File: src/design/cag_pkg.sv
package cag_pkg;

    // ==========================================================
    // Widths
    // ==========================================================
    localparam int PA_W = 20;
    localparam int OFF_W = 12;
    localparam int PAGE_W = 8;
    localparam int DA_W = 16;
    localparam int BYTE_W = 8;
    localparam int WORD_W = 16;
    localparam int GPR_SEL_W = 2;
    localparam int GPR_BANK_W = 2;
    localparam int GPR_COUNT = 16;
    localparam int IDX_BANKS = 2;

    // ==========================================================
    // Program address map
    // ==========================================================
    localparam logic [PA_W-1:0] RESET_VECTOR = 20'h00000;
    localparam logic [PA_W-1:0] VECTOR_LAST = 20'h00004;
    localparam logic [PA_W-1:0] OPT_ADDR_FIRST = 20'h0001E;
    localparam logic [PA_W-1:0] OPT_ADDR_SECOND = 20'h0001F;
    localparam logic [PA_W-1:0] PROG_START = 20'h00020;
    localparam logic [PA_W-1:0] PROG_LAST = 20'h01FFF;
    localparam logic [OFF_W-1:0] OFF_STEP = 12'h001;

    // ==========================================================
    // Data address map
    // ==========================================================
    localparam logic [DA_W-1:0] DA_PERIPH_LAST = 16'h007F;
    localparam logic [DA_W-1:0] DA_STORE_FIRST = 16'h0080;
    localparam logic [DA_W-1:0] DA_STORE_LAST = 16'h047F;
    localparam logic [PAGE_W-1:0] DIRECT_PAGE_ZERO = 8'h00;
    localparam logic [PAGE_W-1:0] BYTE_ZERO = 8'h00;

    // ==========================================================
    // Option word and control flag layout
    // ==========================================================
    localparam logic [WORD_W-1:0] OPT_BLANK = 16'hFFFF;
    localparam int OPT_BT_LSB = 12;
    localparam int OPT_BT_W = 3;
    localparam int OPT_WDT_BIT = 11;
    localparam int SCF_EID = 0;
    localparam int SCF_IDB = 2;
    localparam int SCF_GRB_LSB = 3;
    localparam logic [BYTE_W-1:0] SCF_RESET = 8'h00;

    // ==========================================================
    // Operation codes
    // ==========================================================
    typedef enum logic [1:0] {
        CAG_PC_HOLD, CAG_PC_SEQ, CAG_PC_SHORT, CAG_PC_LONG
    } cag_pc_op_t;

    typedef enum logic [1:0] {
        CAG_DM_NONE, CAG_DM_INDEX, CAG_DM_INDEX_MOD, CAG_DM_DIRECT
    } cag_dm_op_t;

    typedef enum logic [2:0] {
        CAG_SPR_NONE, CAG_SPR_FROM_GPR, CAG_SPR_TO_GPR, CAG_SPR_POP,
        CAG_SPR_PUSH
    } cag_spr_op_t;

    typedef enum logic [2:0] {
        CAG_SR_IDX_OFF0, CAG_SR_IDX_OFF1, CAG_SR_IDX_PAGE, CAG_SR_SCF,
        CAG_SR_ALU_FLAGS, CAG_SR_LINK_EXT, CAG_SR_LINK_HIGH, CAG_SR_LINK_LOW
    } cag_spr_sel_t;

endpackage

File: src/design/cag_core.sv
// Summary of operation
// - 20-bit program address, page 19:12, offset 11:0
// - Sequential step wraps offset, page kept
// - Only long branches load full 20-bit target
// - Short branch adds displacement to offset only
// - 16-bit data address, page high byte
// - Index address is page byte plus offset byte
// - Direct field gives offset within selected page
// - Direct page zero unless direct-page flag set
// - Pointer modify carries across full 16 bits
// - Vector area 00000H-00004H, program from 00020H; pc_in_vector_area flags every address below 00020H
// - Fetch option words 0001EH, 0001FH after power-on
// - Timer clock bits 14:12, watchdog bit 11
// - Blank option bits read as ones
// - 8K words implemented, program up to 1FFFH
// - Peripheral 0000H-007FH, storage 0080H-047FH
// - Four banks of four registers, bank flags 4:3
// - Two index banks chosen by flag bit 2
// - ALU operands always from current bank
// - No ALU on special registers, moves allowed
`timescale 1ns/10ps

module cag_core
    import cag_pkg::*;
(
    input wire logic clk_sys,
    input wire logic rst,
    input wire logic ce,
    input wire cag_pc_op_t pc_op,
    input wire logic [OFF_W-1:0] pc_disp,
    input wire logic [PA_W-1:0] pc_target,
    input wire logic [WORD_W-1:0] prog_data,
    input wire cag_dm_op_t dm_op,
    input wire logic dm_use_second,
    input wire logic [BYTE_W-1:0] dm_direct,
    input wire logic dm_mod_sub,
    input wire logic [BYTE_W-1:0] dm_mod_amt,
    input wire cag_spr_op_t spr_op,
    input wire cag_spr_sel_t spr_sel,
    input wire logic [GPR_SEL_W-1:0] gpr_sel,
    input wire logic [BYTE_W-1:0] stack_rdata,
    input wire logic [GPR_SEL_W-1:0] alu_src_a,
    input wire logic [GPR_SEL_W-1:0] alu_src_b,
    input wire logic alu_wr,
    input wire logic [GPR_SEL_W-1:0] alu_dst,
    input wire logic [BYTE_W-1:0] alu_result,
    input wire logic [BYTE_W-1:0] alu_flags_in,
    output logic [PA_W-1:0] program_address_bus,
    output logic opt_loaded,
    output logic [WORD_W-1:0] power_on_option_word,
    output logic [OPT_BT_W-1:0] bt_clk_sel,
    output logic wdt_enable,
    output logic pc_in_vector_area,
    output logic pc_out_of_range,
    output logic [DA_W-1:0] data_address_bus,
    output logic data_access,
    output logic data_is_periph,
    output logic data_is_storage,
    output logic [BYTE_W-1:0] alu_opnd_a,
    output logic [BYTE_W-1:0] alu_opnd_b,
    output logic [BYTE_W-1:0] stack_wdata,
    output logic [BYTE_W-1:0] system_control_flags,
    output logic [BYTE_W-1:0] alu_status_flags
);

    // ==========================================================
    // Functions
    // ==========================================================
    function automatic logic [PA_W-1:0] page_step(
        input logic [PA_W-1:0] pc,
        input logic [OFF_W-1:0] delta
    );
        // Offset arithmetic stays 12 bits wide so a carry never
        // reaches the page index
        page_step = {pc[PA_W-1:OFF_W], pc[OFF_W-1:0] + delta};
    endfunction

    function automatic logic [DA_W-1:0] ptr_step(
        input logic [DA_W-1:0] ptr,
        input logic [BYTE_W-1:0] amt,
        input logic sub
    );
        if (sub) begin
            ptr_step = ptr - {BYTE_ZERO, amt};
        end else begin
            ptr_step = ptr + {BYTE_ZERO, amt};
        end
    endfunction

    function automatic logic [WORD_W-1:0] rom_word(
        input logic [PA_W-1:0] addr,
        input logic [WORD_W-1:0] data
    );
        // Past the implemented array the word reads as blank
        rom_word = (addr > PROG_LAST) ? OPT_BLANK : data;
    endfunction

    // ==========================================================
    // State
    // ==========================================================
    typedef enum logic [1:0] {
        CAG_ST_OPT_FIRST, CAG_ST_OPT_SECOND, CAG_ST_RUN
    } cag_state_t;

    cag_state_t state_r;
    logic [PA_W-1:0] pc_r;
    logic [WORD_W-1:0] opt_first_r;
    logic [WORD_W-1:0] opt_second_r;
    logic [BYTE_W-1:0] scf_r;
    logic [BYTE_W-1:0] asf_r;
    logic [BYTE_W-1:0] link_ext_r;
    logic [BYTE_W-1:0] link_high_r;
    logic [BYTE_W-1:0] link_low_r;
    logic [BYTE_W-1:0] gpr_r [GPR_COUNT];
    logic [PAGE_W-1:0] idx_page_r [IDX_BANKS];
    logic [BYTE_W-1:0] idx_off0_r [IDX_BANKS];
    logic [BYTE_W-1:0] idx_off1_r [IDX_BANKS];
    logic [DA_W-1:0] da_r;
    logic da_valid_r;
    logic da_periph_r;
    logic da_storage_r;
    logic [BYTE_W-1:0] opnd_a_r;
    logic [BYTE_W-1:0] opnd_b_r;
    logic [BYTE_W-1:0] stack_wdata_r;

    logic run;
    logic [GPR_BANK_W-1:0] grb;
    logic idb;
    logic [PAGE_W-1:0] cur_page;
    logic [BYTE_W-1:0] cur_off;
    logic [DA_W-1:0] idx_ptr;
    logic [DA_W-1:0] idx_ptr_nxt;
    logic [DA_W-1:0] da_nxt;
    logic [WORD_W-1:0] fetched;
    logic [BYTE_W-1:0] spr_val;
    logic [BYTE_W-1:0] spr_wdata;
    logic spr_wr;

    // ==========================================================
    // Bank selection and operand decode
    // ==========================================================
    assign run = (state_r == CAG_ST_RUN);
    assign grb = scf_r[SCF_GRB_LSB +: GPR_BANK_W];
    assign idb = scf_r[SCF_IDB];
    assign cur_page = idx_page_r[idb];
    assign cur_off = dm_use_second ? idx_off1_r[idb] : idx_off0_r[idb];
    assign idx_ptr = {cur_page, cur_off};
    assign idx_ptr_nxt = ptr_step(idx_ptr, dm_mod_amt, dm_mod_sub);
    assign fetched = rom_word(pc_r, prog_data);
    assign spr_wr = (spr_op == CAG_SPR_FROM_GPR) || (spr_op == CAG_SPR_POP);

    always_comb begin
        if (dm_op == CAG_DM_DIRECT) begin
            da_nxt = {scf_r[SCF_EID] ? cur_page : DIRECT_PAGE_ZERO,
                      dm_direct};
        end else begin
            da_nxt = idx_ptr;
        end
    end

    // Besides ALU flag updates and index post-modify, only moves and stack traffic touch special registers
    always_comb begin
        unique case (spr_sel)
            CAG_SR_IDX_OFF0: spr_val = idx_off0_r[idb];
            CAG_SR_IDX_OFF1: spr_val = idx_off1_r[idb];
            CAG_SR_IDX_PAGE: spr_val = idx_page_r[idb];
            CAG_SR_SCF: spr_val = scf_r;
            CAG_SR_ALU_FLAGS: spr_val = asf_r;
            CAG_SR_LINK_EXT: spr_val = link_ext_r;
            CAG_SR_LINK_HIGH: spr_val = link_high_r;
            CAG_SR_LINK_LOW: spr_val = link_low_r;
        endcase
    end

    assign spr_wdata = (spr_op == CAG_SPR_POP) ? stack_rdata
                                               : gpr_r[{grb, gpr_sel}];

    // ==========================================================
    // Power-on option fetch and program counter
    // ==========================================================
    // Program words are read combinationally from the address bus,
    // so each option word is taken in the cycle it is addressed
    always_ff @(posedge clk_sys or posedge rst) begin
        if (rst) begin
            state_r <= CAG_ST_OPT_FIRST;
            pc_r <= OPT_ADDR_FIRST;
        end else if (ce) begin
            unique case (state_r)
                CAG_ST_OPT_FIRST: begin
                    state_r <= CAG_ST_OPT_SECOND;
                    pc_r <= OPT_ADDR_SECOND;
                end
                CAG_ST_OPT_SECOND: begin
                    state_r <= CAG_ST_RUN;
                    pc_r <= RESET_VECTOR;
                end
                CAG_ST_RUN: begin
                    unique case (pc_op)
                        CAG_PC_HOLD: pc_r <= pc_r;
                        CAG_PC_SEQ: pc_r <= page_step(pc_r, OFF_STEP);
                        CAG_PC_SHORT: pc_r <= page_step(pc_r, pc_disp);
                        CAG_PC_LONG: pc_r <= pc_target;
                    endcase
                end
            endcase
        end
    end

    // Blank array reads as all ones, so defaults hold until loaded
    always_ff @(posedge clk_sys or posedge rst) begin
        if (rst) begin
            opt_first_r <= OPT_BLANK;
            opt_second_r <= OPT_BLANK;
        end else if (ce) begin
            if (state_r == CAG_ST_OPT_FIRST) begin
                opt_first_r <= fetched;
            end
            if (state_r == CAG_ST_OPT_SECOND) begin
                opt_second_r <= fetched;
            end
        end
    end

    // ==========================================================
    // Data address generation
    // ==========================================================
    always_ff @(posedge clk_sys or posedge rst) begin
        if (rst) begin
            da_r <= '0;
            da_valid_r <= 1'b0;
            da_periph_r <= 1'b1;
            da_storage_r <= 1'b0;
        end else if (ce) begin
            da_valid_r <= run && (dm_op != CAG_DM_NONE);
            if (run && (dm_op != CAG_DM_NONE)) begin
                da_r <= da_nxt;
                // Region flags are registered with the address so the
                // outputs come from flops
                da_periph_r <= (da_nxt <= DA_PERIPH_LAST);
                da_storage_r <= (da_nxt >= DA_STORE_FIRST)
                             && (da_nxt <= DA_STORE_LAST);
            end
        end
    end

    // Index bytes carry no reset; software loads them before use
    always_ff @(posedge clk_sys) begin
        if (ce && run) begin
            if (dm_op == CAG_DM_INDEX_MOD) begin
                // Post-modify: the access uses the old pointer
                idx_page_r[idb] <= idx_ptr_nxt[DA_W-1:BYTE_W];
                if (dm_use_second) begin
                    idx_off1_r[idb] <= idx_ptr_nxt[BYTE_W-1:0];
                end else begin
                    idx_off0_r[idb] <= idx_ptr_nxt[BYTE_W-1:0];
                end
            end else if (spr_wr) begin
                if (spr_sel == CAG_SR_IDX_OFF0) begin
                    idx_off0_r[idb] <= spr_wdata;
                end
                if (spr_sel == CAG_SR_IDX_OFF1) begin
                    idx_off1_r[idb] <= spr_wdata;
                end
                if (spr_sel == CAG_SR_IDX_PAGE) begin
                    idx_page_r[idb] <= spr_wdata;
                end
            end
        end
    end

    // ==========================================================
    // Special registers
    // ==========================================================
    always_ff @(posedge clk_sys or posedge rst) begin
        if (rst) begin
            scf_r <= SCF_RESET;
        end else if (ce && run && spr_wr && spr_sel == CAG_SR_SCF) begin
            scf_r <= spr_wdata;
        end
    end

    always_ff @(posedge clk_sys) begin
        if (ce && run) begin
            if (spr_wr && spr_sel == CAG_SR_ALU_FLAGS) begin
                asf_r <= spr_wdata;
            end else if (alu_wr) begin
                asf_r <= alu_flags_in;
            end
            if (spr_wr && spr_sel == CAG_SR_LINK_EXT) begin
                link_ext_r <= spr_wdata;
            end
            if (spr_wr && spr_sel == CAG_SR_LINK_HIGH) begin
                link_high_r <= spr_wdata;
            end
            if (spr_wr && spr_sel == CAG_SR_LINK_LOW) begin
                link_low_r <= spr_wdata;
            end
        end
    end

    // ==========================================================
    // General registers
    // ==========================================================
    // A bank index is never taken from the instruction, so an
    // operand pair cannot straddle two banks
    always_ff @(posedge clk_sys) begin
        if (ce && run) begin
            if (alu_wr) begin
                gpr_r[{grb, alu_dst}] <= alu_result;
            end else if (spr_op == CAG_SPR_TO_GPR) begin
                gpr_r[{grb, gpr_sel}] <= spr_val;
            end
        end
    end

    always_ff @(posedge clk_sys or posedge rst) begin
        if (rst) begin
            opnd_a_r <= '0;
            opnd_b_r <= '0;
            stack_wdata_r <= '0;
        end else if (ce) begin
            opnd_a_r <= gpr_r[{grb, alu_src_a}];
            opnd_b_r <= gpr_r[{grb, alu_src_b}];
            if (run && spr_op == CAG_SPR_PUSH) begin
                stack_wdata_r <= spr_val;
            end
        end
    end

    // ==========================================================
    // Outputs
    // ==========================================================
    assign program_address_bus = pc_r;
    assign opt_loaded = run;
    assign power_on_option_word = opt_first_r;
    assign bt_clk_sel = opt_second_r[OPT_BT_LSB +: OPT_BT_W];
    assign wdt_enable = opt_second_r[OPT_WDT_BIT];
    assign pc_in_vector_area = (pc_r < PROG_START);
    assign pc_out_of_range = (pc_r > PROG_LAST);
    assign data_address_bus = da_r;
    assign data_access = da_valid_r;
    assign data_is_periph = da_periph_r;
    assign data_is_storage = da_storage_r;
    assign alu_opnd_a = opnd_a_r;
    assign alu_opnd_b = opnd_b_r;
    assign stack_wdata = stack_wdata_r;
    assign system_control_flags = scf_r;
    assign alu_status_flags = asf_r;

    // ==========================================================
    // Assertions
    // ==========================================================
    seq_wrap_a:
    assert property (@(posedge clk_sys) disable iff (rst)
        ce && run && pc_op == CAG_PC_SEQ |=>
        pc_r[PA_W-1:OFF_W] == $past(pc_r[PA_W-1:OFF_W])
        && pc_r[OFF_W-1:0] == $past(pc_r[OFF_W-1:0]) + OFF_STEP)
        else $error("sequential step left the page or skipped");

    short_page_a:
    assert property (@(posedge clk_sys) disable iff (rst)
        ce && run && pc_op == CAG_PC_SHORT |=>
        $stable(pc_r[PA_W-1:OFF_W])
        && pc_r[OFF_W-1:0] == $past(pc_r[OFF_W-1:0]) + $past(pc_disp))
        else $error("short branch changed page or offset wrong");

    long_load_a:
    assert property (@(posedge clk_sys) disable iff (rst)
        ce && run && pc_op != CAG_PC_LONG
        && !(pc_op == CAG_PC_HOLD) |=>
        pc_r[PA_W-1:OFF_W] == $past(pc_r[PA_W-1:OFF_W]))
        else $error("page changed without a long branch");

    opt_fetch_a:
    assert property (@(posedge clk_sys) disable iff (rst)
        ce && state_r == CAG_ST_OPT_FIRST |->
        pc_r == OPT_ADDR_FIRST ##1 (!ce || pc_r == OPT_ADDR_SECOND))
        else $error("option words not addressed in order");

    opt_apply_a:
    assert property (@(posedge clk_sys) disable iff (rst)
        ce && state_r == CAG_ST_OPT_SECOND |=>
        opt_loaded && pc_r == RESET_VECTOR
        && wdt_enable == $past(fetched[OPT_WDT_BIT])
        && bt_clk_sel == $past(fetched[OPT_BT_LSB +: OPT_BT_W]))
        else $error("option word not applied");

    direct_page_a:
    assert property (@(posedge clk_sys) disable iff (rst)
        ce && run && dm_op == CAG_DM_DIRECT && !scf_r[SCF_EID] |=>
        data_access && data_address_bus == {DIRECT_PAGE_ZERO,
                                            $past(dm_direct)})
        else $error("direct access not in page zero");

    ptr_carry_a:
    assert property (@(posedge clk_sys) disable iff (rst)
        ce && run && dm_op == CAG_DM_INDEX_MOD && !dm_mod_sub
        && !dm_use_second ##1 ce |->
        {idx_page_r[idb], idx_off0_r[idb]}
        == $past(idx_ptr) + {BYTE_ZERO, $past(dm_mod_amt)})
        else $error("pointer update lost the carry");

    scf_reset_a:
    assert property (@(posedge clk_sys)
        rst |-> scf_r == SCF_RESET)
        else $error("control flags not cleared by reset");

    region_a:
    assert property (@(posedge clk_sys) disable iff (rst)
        !(data_is_periph && data_is_storage))
        else $error("data address decoded into two regions");

endmodule

File: config.mk
export PLATFORM = sky130hd
export DESIGN_NAME = cag_core
export DESIGN_NICKNAME = d
export VERILOG_FILES = /design/src/design/cag_pkg.sv /design/src/design/cag_core.sv
export SDC_FILE = /design/constraint.sdc
export NUM_CORES = 1
export LEC_CHECK = 0
export ABC_AREA = 0
export BUFFER_PORTS_ARGS = -buffer_cell sky130_fd_sc_hd__buf_2
export CORE_MARGIN = 3
export CORE_UTILIZATION = 50
export CTS_CLUSTER_DIAMETER = 80
export DETAILED_ROUTE_END_ITERATION = 8
export GPL_ROUTABILITY_DRIVEN = 1
export PLACE_DENSITY = 0.79
export SYNTH_ARGS = -nofsm -noshare
export SYNTH_HDL_FRONTEND = slang
export SYNTH_SLANG_ARGS = --single-unit
File: constraint.sdc
create_clock -name clk_sys -period 9.1 [get_ports clk_sys]
set_input_delay 0.455 -clock clk_sys [delete_from_list [all_inputs] [get_ports clk_sys]]
set_output_delay 0.455 -clock clk_sys [all_outputs]
set_load 0.05 [all_outputs]
==> results.sh, run 1 <==
export IMPL_drv_max_cap_violation_count=0
export IMPL_nets=1519
export IMPL_worst_slew_pin_slew_ps=1230
export IMPL_drv_slew=0
export IMPL_grt_start_max_net_pins=62
export IMPL_yosysUniqueCellTypes=67
export IMPL_relSlewSlack_pct=17.3
export IMPL_setup_viol=0
export IMPL_track_usage_pct=24.9
export IMPL_worstSetupStartpointType="flip-flop"
export IMPL_synth_top_family_by_area="multiplexers"
export IMPL_synthSimpleGateAreaFrac_pct=7.62
export IMPL_synthCells=1184
export IMPL_yosys_most_used_dff="edfxtp_1"
export IMPL_routed_wl_um=43800
export IMPL_portBuffers=213
export IMPL_synthesis_area_mm2=0.0163
export IMPL_clk_latency_ps=520
export IMPL_synth_edff_count=208
export IMPL_combPwrFrac_pct=35.7
export IMPL_synth_seq_cells=301
export IMPL_synth_top_cell_by_area="edfxtp_1"
export IMPL_dp_hpwl_um=31000
export IMPL_finalHoldViolCount=0
export IMPL_fp_dieW_um=186
export IMPL_ant_nets=0
export IMPL_globalplace_congestion=0.873
export IMPL_cp_required_ps=9210
export IMPL_peakVddDrop_mv=0.155
export IMPL_final_cell_mix="213 x buf_2, 208 x edfxtp_1, 125 x mux4_2"
export IMPL_fin_tns_setup_ps=0
export IMPL_leakagePower_uw=0.00724
export IMPL_synth_compound_area_share_pct=8.41
export IMPL_skew_ps=25.0
export IMPL_clockBufferDepth=3
export IMPL_post_route_period_util_pct=41.1
export IMPL_p_int_uw=3140
export IMPL_area_growth_pct=15.7
export IMPL_dpl_cell_area_mm2=0.0177
export IMPL_cts_tree="done"
export IMPL_final_common_cell="buf_2"
export IMPL_post_cts_buffers=0
export IMPL_cts_clk_slew_worst_paths_ps=60
export IMPL_first_iter_violations=1102
export IMPL_antenna_found_initial=0
export IMPL_netlist_top_cells_area="edfxtp_1 38%, mux4_2 17%, dfrtp_1 10%, dfstp_2 4.0%, mux2_2 3.9%"
export IMPL_crit_arrival_ps=3860
export IMPL_post_cts_resized=0
export IMPL_critPathCaptureType="flip-flop"
export IMPL_rsz0062_at_grt="false"
export IMPL_overflow=0
export IMPL_cts_root_buf="clkbuf_16"
export IMPL_fin_crit_ps=3740
export IMPL_dieArea_mm2=0.0348
export IMPL_final_area_mm2=0.0188
export IMPL_wire_per_inst_um=23.9
export IMPL_fp_row_count=65
export IMPL_p_per_area_mw_per_mm2=270
export IMPL_start_util_pct=51.2
export IMPL_numCtsBuffers=34
export IMPL_p_sw_uw=1950
export IMPL_synth_seq_area_share_pct=52.8
export IMPL_grt_pass1_wl_um=67700
export IMPL_die_height_um=186
export IMPL_core_area_mm2=0.0318
export IMPL_seqPwrFrac_pct=36.3
export IMPL_drive_gt1_share_pct=35.3
export IMPL_drc=0
export IMPL_switching_share_pct=38.3
export IMPL_synth_nets=1329
export IMPL_holdCritPathClass="input port to flip-flop"
export IMPL_worstPathMaxFanout=12
export IMPL_grt_pass1_vias=11500
export IMPL_criticalPathCategory="flip-flop to flip-flop"
export IMPL_synthMuxAreaShare_pct=24.5
export IMPL_yosysWarnings=0
export IMPL_outcome="completed"
export IMPL_cts_sinks=301
export IMPL_yosysTopAreaCellShare_pct=38.4
export IMPL_cts_hold_buffers_added=1
export IMPL_drt_vias_per_instance=6.22
export IMPL_fmax_ghz=0.267
export IMPL_fill_cells=2422
export IMPL_avgSynthCellArea_um2=13.8
export IMPL_synth_fa_ha_area_share_pct=2.63
export IMPL_insertedDiodeCount=0
export IMPL_io_pins=214
export IMPL_drtPass1Iterations=5
export IMPL_vias=11400
export IMPL_cts_max_level=2
export IMPL_async_flop_share_pct=30.9
export IMPL_synthXorXnorAreaFrac_pct=1.51
export IMPL_p_clk_share_pct=28.0
-- path summary, 6_finish.rpt --
path	to	cells after the start	slack, ps	startpoint
setup / recovery	idx_off1_r[1][3]$_DFFE_PP_	6	5360	state_r[0]$_DFFE_PP0P_
hold / removal	program_address_bus[18]$_DFFE_PP0P_	2	160	pc_target[18]
setup reg to reg	idx_off1_r[1][3]$_DFFE_PP_	6	5360	state_r[0]$_DFFE_PP0P_
hold reg to reg	data_address_bus[12]$_DFFE_PP0P_	2	470	data_address_bus[12]$_DFFE_PP0P_
max in group asynchronous	alu_opnd_a[3]$_DFFE_PP0P_	4	7390	rst
min in group asynchronous	data_access$_DFFE_PP0P_	3	510	rst
-- kinds of logic after synthesis --
logic type | after synthesis
AO/OA/AOI/OAI | 218
buffers and inverters | 96
AND/OR/NAND/NOR | 274
XOR/XNOR | 28
flip-flops | 301
adder cells (fa/ha/maj) | 33
multiplexers | 234
-- metal layers --
layer	track usage [%]	vias up	share of wire [%]
li1	-	4988	-
met1	32.0	5626	36
met2	42.1	685	50
met3	5.07	109	10
met4	9.42	0	3.7
met5	0	-	0
-- state kept, by name (all words and copies together), names as in the netlist, 2 cells and up --
signal / flops
alu_opnd_a: 8
alu_opnd_b: 8
alu_status_flags: 8
data_address_bus: 16
gpr_r: 128
idx_off0_r: 16
idx_off1_r: 16
idx_page_r: 16
link_ext_r: 8
link_high_r: 8
link_low_r: 8
opt_second_r: 4
power_on_option_word: 16
program_address_bus: 20
stack_wdata: 8
state_r: 2
system_control_flags: 8
-- power groups by stage --
stage / logic (uW) / registers [uW] / clock network [uW]
after floorplan: 809 / 2400 / 0
after detailed placement: 1800 / 1870 / 0
after global routing: 1920 / 1870 / 1500
after global placement: 1760 / 1860 / 0
final: 1810 / 1850 / 1420
after CTS: 1810 / 1840 / 1440
-- final cells by class --
type	count	area, um^2	area share, %
inverters	26	100	0.531
clock inverters	11	141	0.750
multi-input cells	787	7270	38.6
well taps	435	544	2.89
clock buffers	51	1030	5.46
flip-flops and latches	301	8610	45.7
repair buffers	224	1150	6.11
-- through the flow --
stage	power, uW	hold slack [ps]	util, %	setup WS (ps)	instances
after detailed placement	3670	460	55.5	5150	1772
after floorplan	3200	476	-	5230	1184
after global routing	5290	165	59.3	5010	1835
final	5080	160	59.3	5360	1835
after CTS	5100	148	59.3	5370	1835
after global placement	3620	459	55.5	5240	1772
-- worst max-delay path, cell delays in order, from the launching register on --
cell	delay [ps]
dfrtp_1	370
inv_1	100
ha_1	380
and2_1	480
nand3_1	220
or4_1	750
a21boi_0	1030
-- synth_stat cells, types with 4 or more instances --
cell type and n:
buf_4 4, nor2b_1 13, and2_1 12, nor2_1 89
dfstp_2 25, o21ai_0 73, nand2_1 98, nor3_1 12
clkbuf_1 44, a21oi_1 54, dfrtp_1 68, mux2i_1 51
nand3_1 17, mux2_2 57, nand2b_1 6, mux4_2 125
buf_2 18, a221oi_1 9, o21ai_1 5, xor2_1 15
edfxtp_1 208, a211oi_1 7, xnor2_1 13, nor3b_1 5
a22o_1 14, a22oi_1 6, a31oi_1 9, ha_1 31
inv_1 26, a21o_1 12, o21bai_1 4
No activity file was read; power rests on OpenSTA's default activity.
==> run 2, diff against run 1 <==
- clock period: 9.1 -> 3.5 ns (I/O delays scaled with it)
==> run 2 against run 1 <==
Fmax is 14% higher; setup slack got worse by 5100 ps; combinational power grew to 2.7 times the previous value; highest routed layer unchanged; non-clock buffer count grew 91; register-to-register slack got worse by 5100 ps; critical path type unchanged.
==> results.sh, run 2 (synthesis gave the netlist of run 1 again) <==
export IMPL_start_util_pct=51.2
export IMPL_critPathCaptureType="flip-flop"
export IMPL_met1_usage_pct=31.6
export IMPL_area_growth_pct=19.6
export IMPL_reg2reg_depth=10
export IMPL_wire_per_inst_um=23.0
export IMPL_worstPathCellList="buf_4 > mux4_2 > ha_1 > nand2_1 > a21oi_1 > a31oi_1 > nand2_1 > a221oi_1 > o32ai_1 > mux2i_1"
export IMPL_io_pins=214
export IMPL_cts_tree="done"
export IMPL_drv_max_cap_violation_count=0
export IMPL_grt_use_met3_pct=3.93
export IMPL_grt_pass1_wl_um=68800
export IMPL_vias=11700
export IMPL_setup_viol=0
export IMPL_ff2ff_setup_slack_ps=210
export IMPL_relSlewSlack_pct=30.9
export IMPL_r2r_start="system_control_flags[2]$_DFFE_PP0P_"
export IMPL_peakVddDrop_mv=0.470
export IMPL_cp_required_ps=3920
export IMPL_fp_row_count=65
export IMPL_worstSetupStartpointType="flip-flop"
export IMPL_ant_nets=0
export IMPL_post_route_period_util_pct=94.0
export IMPL_clk_latency_ps=590
export IMPL_cts_clk_slew_worst_paths_ps=60
export IMPL_clockBufferDepth=3
export IMPL_antenna_found_initial=1
export IMPL_slowest_stage="mux4_2"
export IMPL_fp_dieW_um=186
export IMPL_track_usage_pct=25.0
export IMPL_drive_gt1_share_pct=35.6
export IMPL_path_buf_inv=1
export IMPL_grt_pass1_vias=12000
export IMPL_cts_root_buf="clkbuf_16"
export IMPL_crit_arrival_ps=3710
export IMPL_globalplace_congestion=0.871
export IMPL_cts_sinks=301
export IMPL_grt_met2_usage_pct=43.9
export IMPL_routed_wl_um=44300
export IMPL_die_height_um=186
export IMPL_fin_crit_ps=3290
export IMPL_timing_rr_end="idx_page_r[1][7]$_DFFE_PP_"
export IMPL_crit_path_start="system_control_flags[2]$_DFFE_PP0P_"
export IMPL_power_total_uw=12800
export IMPL_largest_reg_flops=128
export IMPL_path_delay_family="compound AO/OA/AOI/OAI gates"
export IMPL_top_register="gpr_r"
export IMPL_endpoint="idx_page_r[1][7]$_DFFE_PP_"
export IMPL_finalHoldViolCount=0
export IMPL_worst_slew_pin_slew_ps=1040
export IMPL_leakagePower_uw=0.00757
export IMPL_worstPathMaxFanout=9
export IMPL_holdCritPathClass="input port to flip-flop"
export IMPL_dp_hpwl_um=31300
export IMPL_criticalPathCategory="flip-flop to flip-flop"
export IMPL_p_per_area_mw_per_mm2=658
export IMPL_skew_ps=30.9
export IMPL_nets=1607
export IMPL_drc=0
export IMPL_slowest_delay_ps=560
export IMPL_overflow=0
export IMPL_fill_cells=2352
export IMPL_rsz0062_at_grt="false"
export IMPL_final_cell_mix="213 x buf_2, 208 x edfxtp_1, 125 x mux4_2"
export IMPL_outcome="completed"
export IMPL_grt_start_max_net_pins=80
export IMPL_fin_tns_setup_ps=0
export IMPL_dieArea_mm2=0.0348
export IMPL_worst_path_stages=10
export IMPL_first_iter_violations=987
export IMPL_fmax_ghz=0.304
export IMPL_drv_slew=0
export IMPL_drt_vias_per_instance=6.10
export IMPL_critPathMostFrequentCell="nand2_1"
export IMPL_portBuffers=213
export IMPL_core_area_mm2=0.0318
export IMPL_drtPass1Iterations=5
export IMPL_cts_max_level=1
export IMPL_final_common_cell="buf_2"
export IMPL_grt_busiest_layer="met2"
export IMPL_numCtsBuffers=31
## run 2: cell count changes in the layout (fill, tap and decap cells not counted), sizes merged
| cell | delta |
|---|---|
| buf | +40 |
| clkbuf | -4 |
| bufinv | -3 |
| clkinv | +3 |
| diode | +1 |
| dlygate4sd3 | +51 |
## run 2: through the flow
| stage | std cells | cell area [um^2] | hold slack [ps] | worst slack (ps) | utilization (%) |
|---|---|---|---|---|---|
| 6_report | 1923 | 19500 | 29.3 | 209 | 61.2 |
| 2_1_floorplan | 1184 | 16300 | 308 | 25.9 | - |
| 4_1_cts | 1922 | 19500 | 0.646 | 306 | 61.2 |
| 3_3_place_gp | 1812 | 18000 | 394 | 73.7 | 56.5 |
| 3_5_place_dp | 1812 | 18000 | 396 | -7.66 | 56.5 |
| 5_1_grt | 1923 | 19500 | 7.98 | 73.1 | 61.2 |
## run 2: layout make-up
type | instances | area (um^2) | area share (%)
flip-flops and latches | 301 | 8610 | 44.2
multi-input cells | 787 | 7270 | 37.3
repair buffers | 315 | 1970 | 10.1
clock buffers | 47 | 906 | 4.65
well taps | 435 | 544 | 2.79
inverters | 26 | 100 | 0.514
clock inverters | 11 | 72.6 | 0.373
diodes | 1 | 2.50 | 0.0128
## run 2: what timing repair did
action,CTS,global route
hold buffers,52,0
endpoints found under the hold margin,107,0
setup buffers,0,0
gates resized for setup,0,0
## run 2: per-layer routing
metal	wire length, um	vias up
li1	-	5160
met1	16500	5879
met2	22700	581
met3	3340	113
met4	1690	0
met5	0	-
## run 2: worst min path at each step
stage	startpoint	to	depth (start not counted)
4_1_cts	spr_op[0]	stack_wdata[7]$_DFFE_PP0P_	3
3_5_place_dp	pc_target[17]	program_address_bus[17]$_DFFE_PP0P_	2
2_1_floorplan	pc_target[12]	program_address_bus[12]$_DFFE_PP0P_	1
6_report	spr_op[0]	stack_wdata[7]$_DFFE_PP0P_	3
5_1_grt	spr_op[0]	stack_wdata[7]$_DFFE_PP0P_	3
3_3_place_gp	pc_target[18]	program_address_bus[18]$_DFFE_PP0P_	2
## run 2: tightest hold or removal path: cells and delay by family
family | cells | cell delay [ps]
muxes | 1 | 220
buffers and inverters | 1 | 110
and+or+nand+nor | 1 | 80
## run 2: where the power goes
group	total, uW	internal (uW)	switching, uW
clock network	3190	1790	1410
registers	4810	4490	323
logic	4800	1480	3320
